**config.mk**
```make
export PLATFORM = sky130hd
export DESIGN_NAME = board_memory_decode_wait
export DESIGN_NICKNAME = d
export VERILOG_FILES = /design/src/board_decode_pkg.sv /design/src/pin_sync.sv /design/src/io_ready_gen.sv /design/src/board_memory_decode_wait.sv
export SDC_FILE = /design/constraint.sdc
export NUM_CORES = 1
export LEC_CHECK = 0
export BUFFER_PORTS_ARGS = -buffer_cell sky130_fd_sc_hd__buf_2
export CORE_MARGIN = 5
export CORE_UTILIZATION = 25
export CTS_CLUSTER_DIAMETER = 80
export CTS_CLUSTER_SIZE = 40
export DETAILED_ROUTE_END_ITERATION = 16
export PLACE_DENSITY = 0.61
export SLEW_MARGIN = 15
export SYNTH_ARGS = -nofsm -noshare
export SYNTH_HDL_FRONTEND = slang
export SYNTH_SLANG_ARGS = --single-unit
```
**constraint.sdc**
```tcl
create_clock -name pclk -period 2.3 [get_ports pclk]
set_clock_uncertainty 0.05 [all_clocks]
set_input_delay 0.345 -clock pclk [delete_from_list [all_inputs] [get_ports pclk]]
set_output_delay 0.345 -clock pclk [all_outputs]
set_load 0.02 [all_outputs]
```
**src/board_decode_pkg.sv**
```systemverilog
package board_decode_pkg;

    // apb register byte offsets
    localparam logic [7:0] CTRL_OFFSET      = 8'h00;
    localparam logic [7:0] PD_WAIT_OFFSET   = 8'h04;
    localparam logic [7:0] IO_WAIT_OFFSET   = 8'h08;
    localparam logic [7:0] STATUS_OFFSET    = 8'h0C;

    // control register fields
    localparam int CTRL_FLASH_DIS_BIT = 0;
    localparam int CTRL_OVERLAY_BIT   = 1;
    localparam int CTRL_CONFIG_BIT    = 2;
    localparam int CTRL_PRAM_BIT      = 3;
    localparam logic [3:0] CTRL_RESET = 4'h0;

    // wait-state fields, three bits per space
    localparam int WAIT_W              = 3;
    localparam int PD_WAIT_PROG_LSB    = 0;
    localparam int PD_WAIT_DATA_LSB    = 3;
    localparam logic [2:0] WAIT_RESET  = 3'h7;
    localparam logic [2:0] IO_WAIT_MIN = 3'h3;

    // status register fields
    localparam int STAT_BOOT_JMP_BIT   = 0;
    localparam int STAT_PSEUDO_JMP_BIT = 1;
    localparam int STAT_ZERO_WAIT_BIT  = 2;
    localparam int STAT_IO_WAIT_LOW    = 3;
    localparam int STAT_SEL_LSB        = 4;

    // memory map boundaries
    localparam logic [15:0] PROG_SARAM_LO = 16'h2000;
    localparam logic [15:0] PROG_SARAM_HI = 16'h2BFF;
    localparam logic [15:0] PROG_B0_LO    = 16'hFE00;
    localparam logic [15:0] PROG_B0_HI    = 16'hFFFF;
    localparam logic [15:0] DATA_ONCHIP_HI = 16'h07FF;
    localparam logic [15:0] DATA_SARAM_LO = 16'h0800;
    localparam logic [15:0] DATA_SARAM_HI = 16'h2BFF;
    localparam logic [15:0] FLASH_HALF_LO = 16'h8000;
    localparam logic [15:0] PSEUDO_HI     = 16'h7FFF;
    localparam logic [15:0] ONBOARD_IO_LO = 16'h0000;
    localparam logic [15:0] ONBOARD_IO_HI = 16'h000F;
    localparam int FLASH_ADDR_W           = 15;

    // on-board peripheral stretch, in pclk cycles
    localparam int ONBOARD_IO_WAITS = 3;

    typedef enum logic [1:0] {
        RDY_IDLE    = 2'b00,
        RDY_STRETCH = 2'b01,
        RDY_HOLD    = 2'b11
    } ready_state_t;

    function automatic logic in_range(input logic [15:0] a, input logic [15:0] lo, input logic [15:0] hi);
        in_range = (a >= lo) && (a <= hi);
    endfunction

endpackage

```
**src/pin_sync.sv**
```systemverilog
`timescale 1ns/1ps
`default_nettype none
module pin_sync #(
    parameter int WIDTH = 1
) (
    input  wire logic             pclk,
    input  wire logic             presetn,
    input  wire logic [WIDTH-1:0] pin_in,
    output logic      [WIDTH-1:0] level_out
);
    logic [WIDTH-1:0] stage1_reg;
    logic [WIDTH-1:0] stage2_reg;
    logic [WIDTH-1:0] stage3_reg;
    logic [WIDTH-1:0] level_reg;
    logic [WIDTH-1:0] level_next;

    if (WIDTH < 1) begin : g_chk
        $error("pin_sync width must be at least one");
    end

    // a bit moves only once the last two stages agree
    assign level_next = (stage2_reg & stage3_reg) | (level_reg & (stage2_reg ^ stage3_reg));
    assign level_out  = level_reg;

    always_ff @(posedge pclk or negedge presetn) begin
        if (!presetn) begin
            stage1_reg <= '0;
            stage2_reg <= '0;
            stage3_reg <= '0;
            level_reg  <= '0;
        end else begin
            stage1_reg <= pin_in;
            stage2_reg <= stage1_reg;
            stage3_reg <= stage2_reg;
            level_reg  <= level_next;
        end
    end
endmodule
`default_nettype wire

```
**src/io_ready_gen.sv**
```systemverilog
`timescale 1ns/1ps
`default_nettype none
module io_ready_gen
    import board_decode_pkg::*;
#(
    parameter int WAITS = ONBOARD_IO_WAITS
) (
    input  wire logic pclk,
    input  wire logic presetn,
    input  wire logic onboard_io,
    output logic      ready
);
    localparam int CW = $clog2(WAITS + 1);

    ready_state_t    state_reg;
    ready_state_t    state_next;
    logic [CW-1:0]   count_reg;
    logic [CW-1:0]   count_next;
    logic            ready_reg;
    logic            ready_next;
    logic            last_wait;

    if (WAITS < 1) begin : g_chk
        $error("io_ready_gen needs at least one stretch cycle");
    end

    assign last_wait = (count_reg == CW'(WAITS - 1));
    assign ready     = ready_reg;

    always_comb begin
        state_next = state_reg;
        count_next = count_reg;
        ready_next = 1'b1;
        case (state_reg)
            RDY_IDLE: begin
                if (onboard_io) begin
                    state_next = RDY_STRETCH;
                    count_next = '0;
                    ready_next = 1'b0;
                end
            end
            RDY_STRETCH: begin
                ready_next = 1'b0;
                count_next = count_reg + CW'(1);
                if (!onboard_io) begin
                    state_next = RDY_IDLE;
                    ready_next = 1'b1;
                end else if (last_wait) begin
                    state_next = RDY_HOLD;
                    ready_next = 1'b1;
                end
            end
            RDY_HOLD: begin
                // one stretch per strobe; wait for the strobe to end
                if (!onboard_io) begin
                    state_next = RDY_IDLE;
                end
            end
            default: begin
                state_next = RDY_IDLE;
            end
        endcase
    end

    always_ff @(posedge pclk or negedge presetn) begin
        if (!presetn) begin
            state_reg <= RDY_IDLE;
            count_reg <= '0;
            ready_reg <= 1'b1;
        end else begin
            state_reg <= state_next;
            count_reg <= count_next;
            ready_reg <= ready_next;
        end
    end
endmodule
`default_nettype wire

```
**src/board_memory_decode_wait.sv**
```systemverilog
`timescale 1ns/1ps
`default_nettype none
// Summary of operation
// on-chip memory at the addressed location blocks every external select.
// program ram and data ram are separate 64k-word selects that never insert waits.
// the two byte-wide flash parts form one 32k-word image decoded in global data space.
// with the pseudo-boot jumper the flash is also decodable in program space.
// the boot-mode jumper drives the processor mode pin that picks the boot loader.
// the wait-state settings for every external space start at seven after reset.
// software must clear program and data wait states before ram runs without waits.
// ready stays high for all external program and data accesses.
// ready drops only for i/o accesses to on-board peripherals.
// software should keep the i/o wait-state count at three or more.
// the full 16-bit i/o address is passed to the parallel ports.
// flash answers in the upper half of global data space unless the disable bit is one.
// with pseudo-boot, program reads of the lower half hit flash and writes hit ram.
// with default jumpers and flash unused, every program location and every data location above 07FF maps to ram.
// program saram, data overlay and the configurable block, when enabled, block ram.
// upper-half data goes to flash only with global request and flash enabled.
module board_memory_decode_wait
    import board_decode_pkg::*;
#(
    parameter int IO_WAITS = ONBOARD_IO_WAITS
) (
    input  wire logic                    pclk,
    input  wire logic                    presetn,
    input  wire logic                    psel,
    input  wire logic                    penable,
    input  wire logic                    pwrite,
    input  wire logic [7:0]              paddr,
    input  wire logic [31:0]             pwdata,
    output logic      [31:0]             prdata,
    output logic                         pready,
    output logic                         pslverr,
    input  wire logic [15:0]             cpu_addr,
    input  wire logic                    cpu_prog_strb,
    input  wire logic                    cpu_data_strb,
    input  wire logic                    cpu_io_strb,
    input  wire logic                    cpu_read,
    input  wire logic                    global_space_request,
    input  wire logic                    boot_mode_jumper,
    input  wire logic                    pseudo_boot_jumper,
    output logic                         boot_mode_pin,
    output logic                         prog_ram_sel,
    output logic                         data_ram_sel,
    output logic                         ram_write_en,
    output logic      [15:0]             ram_addr,
    output logic                         flash_sel,
    output logic      [FLASH_ADDR_W-1:0] flash_addr,
    output logic                         io_port_sel,
    output logic      [15:0]             io_port_addr,
    output logic                         cpu_ready
);
    import board_decode_pkg::*;

    // register state
    logic [3:0]  ctrl_reg;
    logic [3:0]  ctrl_next;
    logic [5:0]  pd_wait_reg;
    logic [5:0]  pd_wait_next;
    logic [2:0]  io_wait_reg;
    logic [2:0]  io_wait_next;
    logic [31:0] prdata_reg;
    logic [31:0] prdata_next;
    logic        pready_reg;
    logic        pslverr_reg;
    logic        pslverr_next;

    // jumpers after synchronising
    logic [1:0]  jumper_level;
    logic        boot_jmp;
    logic        pseudo_jmp;

    // apb decode
    logic        setup_phase;
    logic        access_done;
    logic        hit_ctrl;
    logic        hit_pd_wait;
    logic        hit_io_wait;
    logic        hit_status;
    logic        hit_any;
    logic        wr_ctrl;
    logic        wr_pd_wait;
    logic        wr_io_wait;

    // processor bus decode
    logic        flash_dis;
    logic        overlay_on;
    logic        config_on;
    logic        pram_on;
    logic        prog_onchip;
    logic        data_onchip;
    logic        upper_half;
    logic        lower_half;
    logic        flash_enabled;
    logic        global_flash;
    logic        pseudo_flash;
    logic        ext_prog;
    logic        ext_data;

    // selects and ready
    logic        sel_prog_ram;
    logic        sel_data_ram;
    logic        sel_flash;
    logic        onboard_io;
    logic        sel_io_port;
    logic        ready_wire;

    // status helpers
    logic        zero_wait_ok;
    logic        io_wait_low;
    logic [31:0] status_word;

    // decode output registers
    logic                    prog_ram_reg;
    logic                    data_ram_reg;
    logic                    ram_we_reg;
    logic [15:0]             ram_addr_reg;
    logic                    flash_reg;
    logic [FLASH_ADDR_W-1:0] flash_addr_reg;
    logic                    io_port_reg;
    logic [15:0]             io_addr_reg;
    logic                    boot_pin_reg;

    if (IO_WAITS < 1) begin : g_chk
        $error("IO_WAITS must be at least one");
    end

    pin_sync #(
        .WIDTH (2)
    ) u_jumpers (
        .pclk      (pclk),
        .presetn   (presetn),
        .pin_in    ({pseudo_boot_jumper, boot_mode_jumper}),
        .level_out (jumper_level)
    );

    // a jumper move counts once the synchroniser settles
    assign boot_jmp   = jumper_level[0];
    assign pseudo_jmp = jumper_level[1];

    // apb slave: one wait-free access phase, data prepared during setup
    assign setup_phase = psel && !penable;
    assign access_done = psel && penable && pready_reg;

    assign hit_ctrl    = (paddr == CTRL_OFFSET);
    assign hit_pd_wait = (paddr == PD_WAIT_OFFSET);
    assign hit_io_wait = (paddr == IO_WAIT_OFFSET);
    assign hit_status  = (paddr == STATUS_OFFSET);
    assign hit_any     = hit_ctrl || hit_pd_wait || hit_io_wait || hit_status;

    assign wr_ctrl     = access_done && pwrite && hit_ctrl;
    assign wr_pd_wait  = access_done && pwrite && hit_pd_wait;
    assign wr_io_wait  = access_done && pwrite && hit_io_wait;

    // only a completing write to a match changes a register
    assign ctrl_next    = wr_ctrl ? pwdata[3:0] : ctrl_reg;
    assign pd_wait_next = wr_pd_wait ? pwdata[5:0] : pd_wait_reg;
    assign io_wait_next = wr_io_wait ? pwdata[2:0] : io_wait_reg;

    // zero wait check
    assign zero_wait_ok = (pd_wait_reg == 6'h00);

    // low i/o wait flag
    assign io_wait_low  = (io_wait_reg < IO_WAIT_MIN);

    // status shows registered selects, a clock late
    assign status_word = {24'h000000,
                          io_port_reg, flash_reg, data_ram_reg, prog_ram_reg,
                          io_wait_low, zero_wait_ok, pseudo_jmp, boot_jmp};

    // read data is taken at setup and holds after
    assign prdata_next = !setup_phase ? prdata_reg :
                         (pwrite || !hit_any) ? 32'h00000000 :
                         hit_ctrl    ? {28'h0000000, ctrl_reg} :
                         hit_pd_wait ? {26'h0000000, pd_wait_reg} :
                         hit_io_wait ? {29'h00000000, io_wait_reg} :
                         status_word;
    // the error clears as the failing access completes
    assign pslverr_next = setup_phase ? !hit_any : (pslverr_reg && !access_done);

    always_ff @(posedge pclk or negedge presetn) begin
        if (!presetn) begin
            ctrl_reg    <= CTRL_RESET;
            // seven waits at start
            pd_wait_reg <= {WAIT_RESET, WAIT_RESET};
            io_wait_reg <= WAIT_RESET;
            prdata_reg  <= 32'h00000000;
            pready_reg  <= 1'b0;
            pslverr_reg <= 1'b0;
        end else begin
            ctrl_reg    <= ctrl_next;
            pd_wait_reg <= pd_wait_next;
            io_wait_reg <= io_wait_next;
            prdata_reg  <= prdata_next;
            pready_reg  <= setup_phase;
            pslverr_reg <= pslverr_next;
        end
    end

    assign prdata  = prdata_reg;
    assign pready  = pready_reg;
    assign pslverr = pslverr_reg;

    // processor memory decode
    // shadow bits must match the processor's setting
    assign flash_dis  = ctrl_reg[CTRL_FLASH_DIS_BIT];
    assign overlay_on = ctrl_reg[CTRL_OVERLAY_BIT];
    assign config_on  = ctrl_reg[CTRL_CONFIG_BIT];
    assign pram_on    = ctrl_reg[CTRL_PRAM_BIT];

    // on-chip blocks by config
    assign prog_onchip = (pram_on && in_range(cpu_addr, PROG_SARAM_LO, PROG_SARAM_HI)) ||
                         (config_on && in_range(cpu_addr, PROG_B0_LO, PROG_B0_HI));
    assign data_onchip = in_range(cpu_addr, 16'h0000, DATA_ONCHIP_HI) ||
                         (overlay_on && in_range(cpu_addr, DATA_SARAM_LO, DATA_SARAM_HI));

    assign upper_half    = in_range(cpu_addr, FLASH_HALF_LO, 16'hFFFF);
    assign lower_half    = in_range(cpu_addr, 16'h0000, PSEUDO_HI);
    // disable bit turns flash off
    assign flash_enabled = !flash_dis;

    // global request gates flash
    assign global_flash  = cpu_data_strb && upper_half && global_space_request && flash_enabled;

    // pseudo-boot reads from flash
    // on-chip program memory wins over the flash too
    assign pseudo_flash  = ext_prog && cpu_read && lower_half && pseudo_jmp && flash_enabled;

    // on-chip wins over external
    assign ext_prog = cpu_prog_strb && !prog_onchip;
    assign ext_data = cpu_data_strb && !data_onchip;

    // everything else maps to ram
    assign sel_prog_ram = ext_prog && !pseudo_flash;
    assign sel_data_ram = ext_data && !global_flash;

    // one flash word from two byte parts
    assign sel_flash    = pseudo_flash || global_flash;

    // other ports rely on the processor's own waits
    // on-board peripheral range
    assign onboard_io  = cpu_io_strb && in_range(cpu_addr, ONBOARD_IO_LO, ONBOARD_IO_HI);
    assign sel_io_port = cpu_io_strb && !onboard_io;

    // ready stretch only on-board
    io_ready_gen #(
        .WAITS (IO_WAITS)
    ) u_ready (
        .pclk       (pclk),
        .presetn    (presetn),
        .onboard_io (onboard_io),
        .ready      (ready_wire)
    );

    // registered so the selects never glitch
    always_ff @(posedge pclk or negedge presetn) begin
        if (!presetn) begin
            prog_ram_reg   <= 1'b0;
            data_ram_reg   <= 1'b0;
            ram_we_reg     <= 1'b0;
            ram_addr_reg   <= 16'h0000;
            flash_reg      <= 1'b0;
            flash_addr_reg <= '0;
            io_port_reg    <= 1'b0;
            io_addr_reg    <= 16'h0000;
            boot_pin_reg   <= 1'b0;
        end else begin
            // separate program and data ram
            prog_ram_reg   <= sel_prog_ram;
            data_ram_reg   <= sel_data_ram;

            // pseudo-boot writes still go to ram
            ram_we_reg     <= (sel_prog_ram || sel_data_ram) && !cpu_read;
            ram_addr_reg   <= cpu_addr;
            flash_reg      <= sel_flash;
            flash_addr_reg <= cpu_addr[FLASH_ADDR_W-1:0];

            // full i/o address to ports
            io_port_reg    <= sel_io_port;
            io_addr_reg    <= cpu_addr;

            // jumper to mode pin
            boot_pin_reg   <= boot_jmp;
        end
    end

    assign prog_ram_sel  = prog_ram_reg;
    assign data_ram_sel  = data_ram_reg;
    assign ram_write_en  = ram_we_reg;
    assign ram_addr      = ram_addr_reg;

    assign flash_sel     = flash_reg;
    assign flash_addr    = flash_addr_reg;
    assign io_port_sel   = io_port_reg;
    assign io_port_addr  = io_addr_reg;

    assign boot_mode_pin = boot_pin_reg;
    assign cpu_ready     = ready_wire;
endmodule
`default_nettype wire

```
==> impl_metrics.json, run 1 <==
{
  "synth_ff_type": "dfrtp_1",
  "die_x_um": 113.3,
  "synth_warnings": 0,
  "power_density_nw_per_um2": 732.1,
  "final_antenna_net_count": 0,
  "tightest_slew_ps": 650.5,
  "fin_setup_tns_ps": 0,
  "fin_crit_ps": 1553,
  "wl_per_cell_um": 14.16,
  "cp.arrival_ps": 1750,
  "ff2ff_setup_slack_ps": 750,
  "fmax_mhz": 643.7,
  "cts_root_buf": "clkbuf_8",
  "setup_viol": 0,
  "dieArea_sq_um": 12850,
  "r2r-start": "pready",
  "cts.clk_slew.worst_paths_ps": 70,
  "yosysSeqAreaShare_pct": 54.83,
  "maxCapViolations": 0,
  "dr_total_vias": 1773,
  "synth-async-reset-ratio_pct": 100.0,
  "synthXorXnorAreaFrac_pct": 0,
  "path_depth": 4,
  "drt_pass1_iterations": 4,
  "vias_per_cell": 4.030,
  "initial_core_util_pct": 25.75,
  "post_cts_buffers": 0,
  "drive_gt1_share_pct": 50.33,
  "status": "finished, final reports clean",
  "p_leak_uw": 0.001649,
  "crit_buf_inv": 0,
  "synthCells": 217,
  "io_buffers": 105,
  "hp-class": "in2reg",
  "crit_path_cell_trace": "nand4_1 -> nor2_1 -> and3_1 -> mux2_4",
  "synth_top_family_by_area": "buffers and inverters",
  "slew_viol_final": 0,
  "period_share_pct": 67.54,
  "antenna_found_initial": 0,
  "min_to": "ram_addr[0]",
  "dp_hpwl_mm": 5.090,
  "synth_fa_ha_area_share_pct": 1.406,
  "io_pins": 156,
  "crit_slowest_cell": "and3_1",
  "finalNonFillerCells": 440,
  "syn_to_final_growth_pct": 22.21,
  "std_cell_rows": 37,
  "reg2reg_depth": 4,
  "max_stage_delay_ps": 420,
  "synth_cell_types": 41,
  "cp-start-kind": "flop",
  "drc": 0,
  "clkSinkCount": 58,
  "synth_area_leaders": "dfrtp_1 45%, buf_4 15%, dfstp_2 9.8%",
  "endpoint_kind": "flop",
  "synth_seq_cells": 58,
  "tritoncts": "built",
  "synth_top_area_share_pct": 44.99,
  "postLayoutCellArea_sq_um": 3263,
  "dp.cells": 423,
  "cp_top_family": "simple AND/OR/NAND/NOR gates",
  "grt_pass1_wl_mm": 9.749,
  "worst-endpoint-required_ps": 2500,
  "cts-buffers-inserted": 9,
  "crit_path_max_fanout": 6,
  "grt_pass1_vias": 1837,
  "crit_type": "reg2reg",
  "placeableCoreArea_sq_um": 10370,
  "netlist_area_sq_um": 2670,
  "yosys.area.top_type": "dfrtp_1",
  "routabilityCongestion": 0.8357,
  "drtIter0Drc": 68,
  "routed_wirelength_mm": 6.232,
  "rsz0062_at_grt": "no",
  "vdd_drop_max_mv": 0.3388,
  "hold_slack_ps": 68.41,
  "grt-ovfl-total": 0,
  "final_nets": 370,
  "synth_mux_area_share_pct": 9.138,
  "worstReg2RegEnd": "pd_wait_reg[1]",
  "min_path_cells": 1,
  "insertion_delay_ps": 330,
  "grt_usage_pct": 9.947,
  "slew_headroom_pct": 56.63,
  "placed_area_sq_um": 3034,
  "holdCritStartpoint": "cpu_addr[0]",
  "synth_compound_gate_area_share_pct": 7.591,
  "grt_max_degree": 33,
  "ctsHtreeMaxLevel": 3,
  "avgSynthCellArea_sq_um": 12.30,
  "finalWorstSetupSlack_ps": 746.6,
  "n_antenna_cell": 0,
  "clk_path_buf_depth": 2,
  "synth-edff-count": 0,
  "die_y_um": 113.3,
  "dp_worst_setup_slack_ps": 439.1,
  "largest_register_ffs": 16,
  "finalHoldViolations": 0,
  "synth_simple_gate_area_share_pct": 9.513
}
[stage by stage]
step | utilization [%] | power, uW
after global routing | 31.47 | 2510
final | 31.47 | 2389
after detailed placement | 29.26 | 1382
after global placement | 29.26 | 1378
after floorplan | - | 1311
after CTS | 31.47 | 2435
[logic make-up (layout without fill, tap and decap cells)]
family / Yosys count / after routing
multiplexers: 19 / 19
AND/OR/NAND/NOR: 40 / 40
adder cells (fa/ha/maj): 3 / 3
other: 1 / 24
flip-flops: 58 / 58
buffers and inverters: 66 / 130
AO/OA/AOI/OAI: 30 / 30
[routing by layer]
metal / vias up / track usage [%] / wire [um]
met4: 0 / 4.647 / 110
met3: 9 / 4.225 / 452
met5: - / 0 / 0
met2: 61 / 16.23 / 3215
li1: 838 / - / -
met1: 865 / 11.26 / 2453
[where the power goes]
group	switching [uW]	internal, uW
clock	393	636
combinational	194	88.1
sequential	20.5	1060
[synthesized netlist by cell type (all sizes together) (2+ instances only)]
cell type  number
buf            58
dfrtp          48
mux2           15
o21ai          11
dfstp          10
nand2           9
inv             7
nor2            7
nand4           5
a22o            4
a21oi           3
and3            3
ha              3
mux2i           3
nand2b          3
a211o           2
a21o            2
a31o            2
nand3           2
nor3            2
nor4            2
[how the worst max path moves through the flow]
stage	startpoint	endpoint	slack [ps]
6_report	pready	pd_wait_reg[1]	750
5_1_grt	pready	pd_wait_reg[5]	640
3_5_place_dp	paddr[5]	pd_wait_reg[5]	440
4_1_cts	pready	pd_wait_reg[1]	750
2_1_floorplan	paddr[5]	pd_wait_reg[0]	780
3_3_place_gp	paddr[5]	pd_wait_reg[1]	420
[cell type report]
class / count / area [sq um]
Clock buffer: 11 / 141.4
Clock inverter: 5 / 77.57
Fill cell: 1056 / 7107
Inverter: 7 / 26.28
Multi-Input combinational cell: 116 / 828.3
Sequential cell: 58 / 1464
Tap cell: 136 / 170.2
Timing Repair Buffer: 107 / 555.5
[timing repair]
action / 4_1_cts / 5_1_grt
resized for setup: 0 / 0
endpoints found under the hold margin: 10 / 0
endpoints found under the setup margin: 0 / 0
hold buffers: 1 / 0
[layout by cell type, fill, tap and decap left out, types with 2 or more instances in the layout]
cell type | netlist | final
mux2i_1 | 3 | 3
ha_1 | 3 | 3
mux2_4 | 6 | 6
mux2_2 | 9 | 9
clkinv_2 | 0 | 2
nand4_1 | 5 | 5
nand3_1 | 2 | 2
nor3_1 | 2 | 2
o21ai_0 | 11 | 11
nand2_1 | 9 | 9
a21o_1 | 2 | 2
dfstp_2 | 10 | 10
a31o_2 | 2 | 2
inv_1 | 7 | 7
a211o_1 | 2 | 2
clkbuf_8 | 0 | 10
conb_1 | 1 | 24
nand2b_1 | 3 | 3
dfrtp_1 | 48 | 48
and3_1 | 3 | 3
nor2_1 | 7 | 7
bufinv_16 | 0 | 2
a21oi_1 | 3 | 3
a22o_1 | 4 | 4
buf_2 | 2 | 105
No activity file was read; power rests on OpenSTA's default activity.
==> inputs of run 2 (changes only) <==
PLACE_DENSITY = 0.63   (was 0.61)
clock period = 1.3 ns   (was 2.3 ns; I/O delays follow)
==> run 2 against run 1 <==
  * The run now ends with negative setup slack left
  * Die area unchanged
  * Hold slack got worse by 52 ps
  * Count of clock-buffer cells in the layout is 1 lower
  * Total power rose by 71%
  * Combinational power increased by 110%
  * Final area is 11% higher
  * Critical endpoint is now prdata[2]
  * Largest power group unchanged
==> impl_metrics.json, run 2 (synthesis results as in run 1) <==
{
  "grt-ovfl-total": 0,
  "initial_core_util_pct": 25.75,
  "max_stage_delay_ps": 530,
  "grt_usage_pct": 10.48,
  "largest_register_ffs": 16,
  "dieArea_sq_um": 12850,
  "dp_worst_setup_slack_ps": -292.9,
  "endpoint_kind": "flop",
  "status": "complete, but fails checks",
  "intPower_uw": 2959,
  "setup_viol": 14,
  "cts-buffers-inserted": 9,
  "tritoncts": "built",
  "busiest_layer": "met2",
  "seqPwrFrac_pct": 46.8,
  "routabilityCongestion": 0.7855,
  "dp_hpwl_mm": 5.231,
  "drc": 0,
  "cts_root_buf": "clkbuf_8",
  "fmax_mhz": 713.5,
  "p_sw_share_pct": 27.41,
  "vias_per_cell": 4.106,
  "crit_type": "reg2reg",
  "hp-class": "in2reg",
  "crit_path_cell_trace": "or4_4 -> nor3_4 -> o22ai_2 -> o21ai_1",
  "drive_gt1_share_pct": 53.78,
  "switchingPower_uw": 1117,
  "grt_pass1_vias": 2030,
  "die_x_um": 113.3,
  "drtIter0Drc": 69,
  "ctsHtreeMaxLevel": 3,
  "syn_to_final_growth_pct": 35.80,
  "grt_max_degree": 59,
  "worst-endpoint-required_ps": 1510,
  "drt_pass1_iterations": 4,
  "crit_path_max_fanout": 2,
  "die_y_um": 113.3,
  "clk_path_buf_depth": 2,
  "finalWorstSetupSlack_ps": -101.5,
  "io_buffers": 105,
  "placeableCoreArea_sq_um": 10370,
  "violations": "negative setup slack",
  "clkSinkCount": 58,
  "final_common_cell": "buf_2",
  "dr_total_vias": 1971,
  "rsz0062_at_grt": "yes",
  "n_antenna_cell": 0,
  "final_nets": 410,
  "finalHoldViolations": 0,
  "fin_crit_ps": 1402,
  "slew_viol_final": 0,
  "period_share_pct": 107.8,
  "final_antenna_net_count": 0,
  "grt.met3_usage_pct": 4.866,
  "pwr-share-clk_pct": 39.0,
  "io_pins": 156,
  "power_density_nw_per_um2": 1124,
  "std_cell_rows": 37,
  "wl_per_cell_um": 13.96,
  "pwr-share-comb_pct": 14.2,
  "maxCapViolations": 0,
  "grt_use_met2_pct": 17.81,
  "vdd_drop_max_mv": 0.4035,
  "p_leak_uw": 0.001858,
  "crit_slowest_cell": "or4_4",
  "cts.clk_slew.worst_paths_ps": 80,
  "met1_usage_pct": 11.26,
  "cp.arrival_ps": 1610,
  "antenna_found_initial": 3,
  "postLayoutCoreUtil_pct": 34.97,
  "final_cell_mix": "104 x buf_2, 47 x dfrtp_1, 26 x buf_4",
  "routed_wirelength_mm": 6.700,
  "cp-start-kind": "flop",
  "grt_pass1_wl_mm": 10.30,
  "post_cts_buffers": 0,
  "insertion_delay_ps": 350
}
==> run 2: cell count changes in the layout (fill, tap and decap cells not counted), moves of 2 or more <==
cell,previous run,this run
o21ai_0,11,9
clkinv_2,2,4
o21ai_1,0,2
mux2_2,9,6
buf_4,0,26
mux2_4,6,9
dlygate4sd3_1,1,15
==> run 2: cell type report <==
| type | instances | area [sq um] |
|---|---|---|
| well taps | 136 | 170.2 |
| repair buffers | 147 | 897.1 |
| inverters | 7 | 26.28 |
| fillers | 1048 | 6744 |
| clock buffers | 10 | 127.6 |
| multi-input cells | 116 | 882.1 |
| flip-flops and latches | 58 | 1465 |
| clock inverters | 6 | 57.56 |
==> run 2: timing repair <==
action	4_1_cts	5_1_grt
gates resized for setup	6	8
hold buffers	15	0
cloned	0	0
hold endpoints to repair	62	0
pin swaps	5	3
setup endpoints to repair	15	16
==> run 2: path summary, 6_finish.rpt <==
kind / slack (ps) / to / cells after the start / from
min in group asynchronous: 320 / ram_addr[2] / 3 / presetn
hold / removal: 20 / ram_addr[9] / 2 / cpu_addr[9]
setup / recovery: -100 / prdata[2] / 4 / pd_wait_reg[1]
max in group asynchronous: 560 / io_wait_reg[1] / 3 / presetn
hold reg to reg: 300 / u_jumpers.stage2_reg[1] / 0 / u_jumpers.stage1_reg[1]
setup reg to reg: -100 / prdata[2] / 4 / pd_wait_reg[1]
==> run 2: worst max-delay path: cells and delay by family (launching register included) <==
kind	cells	cell delay (ps)
and+or+nand+nor	2	680
DFF	1	370
AOI/OAI and AO/OA	2	220
==> run 2: stage by stage <==
| stage | instances | hold slack, ps | TNS, ps | area (sq um) | power, uW |
|---|---|---|---|---|---|
| after global routing | 480 | 5.401 | -1395 | 3626 | 4276 |
| after detailed placement | 450 | 175.1 | -4553 | 3251 | 2483 |
| after CTS | 480 | 3.033 | -704.5 | 3596 | 4134 |
| final | 480 | 16.14 | -911.8 | 3626 | 4077 |
| after floorplan | 240 | -150.6 | -658.2 | 2758 | 2319 |
| after global placement | 450 | 164.5 | -3738 | 3251 | 2473 |
==> run 2: layer usage <==
layer	vias up	part of all wire, %
li1	920	-
met5	-	0.55
met3	19	7.2
met1	964	37
met4	6	2.4
met2	62	53
==> run 2: power by group through the flow <==
stage | clock network [uW] | registers [uW] | logic (uW)
after floorplan | 0 | 1990 | 325
after global placement | 0 | 1940 | 534
after detailed placement | 0 | 1940 | 540
after CTS | 1650 | 1910 | 578
after global routing | 1730 | 1920 | 625
final | 1590 | 1910 | 579
==> inputs of run 3 (changes only) <==
CORE_MARGIN = 8   (was 5)
==> run 3 against run 2 <==
  * The run still ends with negative setup slack left
  * Global-route usage decreased by 0.81 points
  * Cell count decreased by 0.21%
  * First-iteration DRC count increased by 25%
  * Via count decreased by 2.2%
  * Largest power group unchanged
==> impl_metrics.json, run 3 (synthesis results as in run 1) <==
{
  "slew_viol_final": 0,
  "drive_gt1_share_pct": 54.23,
  "cts.clk_slew.worst_paths_ps": 60,
  "worstReg2RegEnd": "pd_wait_reg[1]",
  "drtIter0Drc": 86,
  "min_path_cells": 2,
  "initial_core_util_pct": 25.75,
  "antenna_found_initial": 2,
  "cts_root_buf": "clkbuf_8",
  "crit_type": "reg2reg",
  "hp-class": "in2reg",
  "clkSinkCount": 58,
  "dp_hpwl_mm": 5.535,
  "final_antenna_net_count": 0,
  "r2r-start": "pready",
  "drt_pass1_iterations": 4,
  "io_pins": 156,
  "grt_usage_pct": 9.669,
  "period_share_pct": 108.5,
  "crit_buf_inv": 0,
  "vias_per_cell": 4.025,
  "dr_total_vias": 1928,
  "die_y_um": 119.3,
  "final_cell_mix": "104 x buf_2, 47 x dfrtp_1, 26 x buf_4",
  "rsz0062_at_grt": "yes",
  "holdCritStartpoint": "cpu_addr[9]",
  "power_density_nw_per_um2": 1085,
  "crit_path_max_fanout": 6,
  "ff2ff_setup_slack_ps": -110,
  "grt_max_degree": 59,
  "largest_register_ffs": 16,
  "tritoncts": "built",
  "finalNonFillerCells": 479,
  "intPower_uw": 2864,
  "crit_slowest_cell": "dfrtp_2",
  "setup_viol": 15,
  "fin_crit_ps": 1410,
  "vdd_drop_max_mv": 0.3487,
  "min_to": "ram_addr[9]",
  "cts-buffers-inserted": 9,
  "io_buffers": 105,
  "worst-endpoint-required_ps": 1500,
  "die_x_um": 119.3,
  "syn_to_final_growth_pct": 35.57,
  "switchingPower_uw": 1062,
  "finalHoldViolations": 0,
  "ctsHtreeMaxLevel": 3,
  "final_nets": 410,
  "maxCapViolations": 0,
  "finalWorstSetupSlack_ps": -110.3,
  "std_cell_rows": 37,
  "cp_top_family": "simple AND/OR/NAND/NOR gates",
  "grt_pass1_vias": 2102,
  "cp.arrival_ps": 1620,
  "post_cts_buffers": 0,
  "grt_pass1_wl_mm": 10.91,
  "p_leak_uw": 0.001854,
  "wl_per_cell_um": 14.40,
  "clk_path_buf_depth": 2,
  "grt-ovfl-total": 0,
  "endpoint_kind": "flop",
  "placeableCoreArea_sq_um": 10370,
  "drc": 0,
  "routabilityCongestion": 0.8355,
  "crit_path_cell_trace": "nand4_1 -> nor2_2 -> and3_4 -> mux2_4",
  "reg2reg_depth": 4,
  "violations": "negative setup slack",
  "dp.cells": 450,
  "seqPwrFrac_pct": 48.6,
  "max_stage_delay_ps": 360,
  "pwr-share-comb_pct": 14.8,
  "cp-start-kind": "flop",
  "status": "complete, but fails checks",
  "p_sw_share_pct": 27.05,
  "fin_setup_tns_ps": -1173,
  "routed_wirelength_mm": 6.897,
  "insertion_delay_ps": 330,
  "fmax_mhz": 709.1,
  "pwr-share-clk_pct": 36.6,
  "final_common_cell": "buf_2",
  "n_antenna_cell": 0,
  "dieArea_sq_um": 14240
}
[run 3: area by class of cell]
type | instances | area, sq um
sequential | 58 | 1465
clock buffer | 12 | 155.1
clock inverter | 3 | 15.01
inverter | 7 | 26.28
fill | 1042 | 6750
multi-input combinational | 116 | 890.9
tap | 136 | 170.2
timing repair buffer | 147 | 897.1
[run 3: worst reg2reg max path, stage by stage (launching register included)]
cell	delay [ps]
dfrtp_2	360
nand4_1	170
nor2_2	170
and3_4	280
mux2_4	310
[run 3: metrics by stage]
stage | instance area, sq um | worst slack, ps | power (uW) | utilization [%] | hold slack, ps
after floorplan | 2758 | -101.5 | 2319 | - | -150.6
after global placement | 3251 | -241.7 | 2479 | 31.35 | 171.1
after detailed placement | 3251 | -258.8 | 2484 | 31.35 | 170.4
after CTS | 3585 | -99.98 | 3983 | 34.57 | 21.45
after global routing | 3620 | -145.6 | 4138 | 34.91 | 13.86
final | 3620 | -110.3 | 3926 | 34.91 | 35.34
[run 3: what timing repair did]
action	in CTS	in global routing
pin swaps	5	3
cloned	0	0
hold buffers	15	0
endpoints found under the setup margin	15	17
hold endpoints to repair	62	0
resized for setup	7	8
[run 3: worst max path at each step]
stage / from / to / slack [ps] / cells after the start
floorplan: pready / pd_wait_reg[0] / -100 / 5
global placement: paddr[5] / pd_wait_reg[3] / -240 / 6
detailed placement: paddr[5] / pd_wait_reg[1] / -260 / 6
CTS: pready / pd_wait_reg[1] / -100 / 4
global route: pready / pd_wait_reg[4] / -150 / 4
finish: pready / pd_wait_reg[1] / -110 / 4
[run 3: layer usage]
layer | GRT usage (%) | share of wire (%) | wire, um | vias to the layer above
met2 | 16.51 | 53 | 3630 | 52
li1 | - | - | - | 918
met3 | 4.582 | 7.6 | 522 | 11
met5 | 0 | 0.38 | 26 | -
met1 | 10.12 | 38 | 2616 | 943
met4 | 3.825 | 1.4 | 100 | 4
[run 3: power groups by stage]
stage	sequential [uW]	clock (uW)	combinational, uW
6_report	1910	1440	580
5_1_grt	1920	1600	624
4_1_cts	1910	1490	579
3_5_place_dp	1940	0	541
3_3_place_gp	1940	0	540
2_1_floorplan	1990	0	325
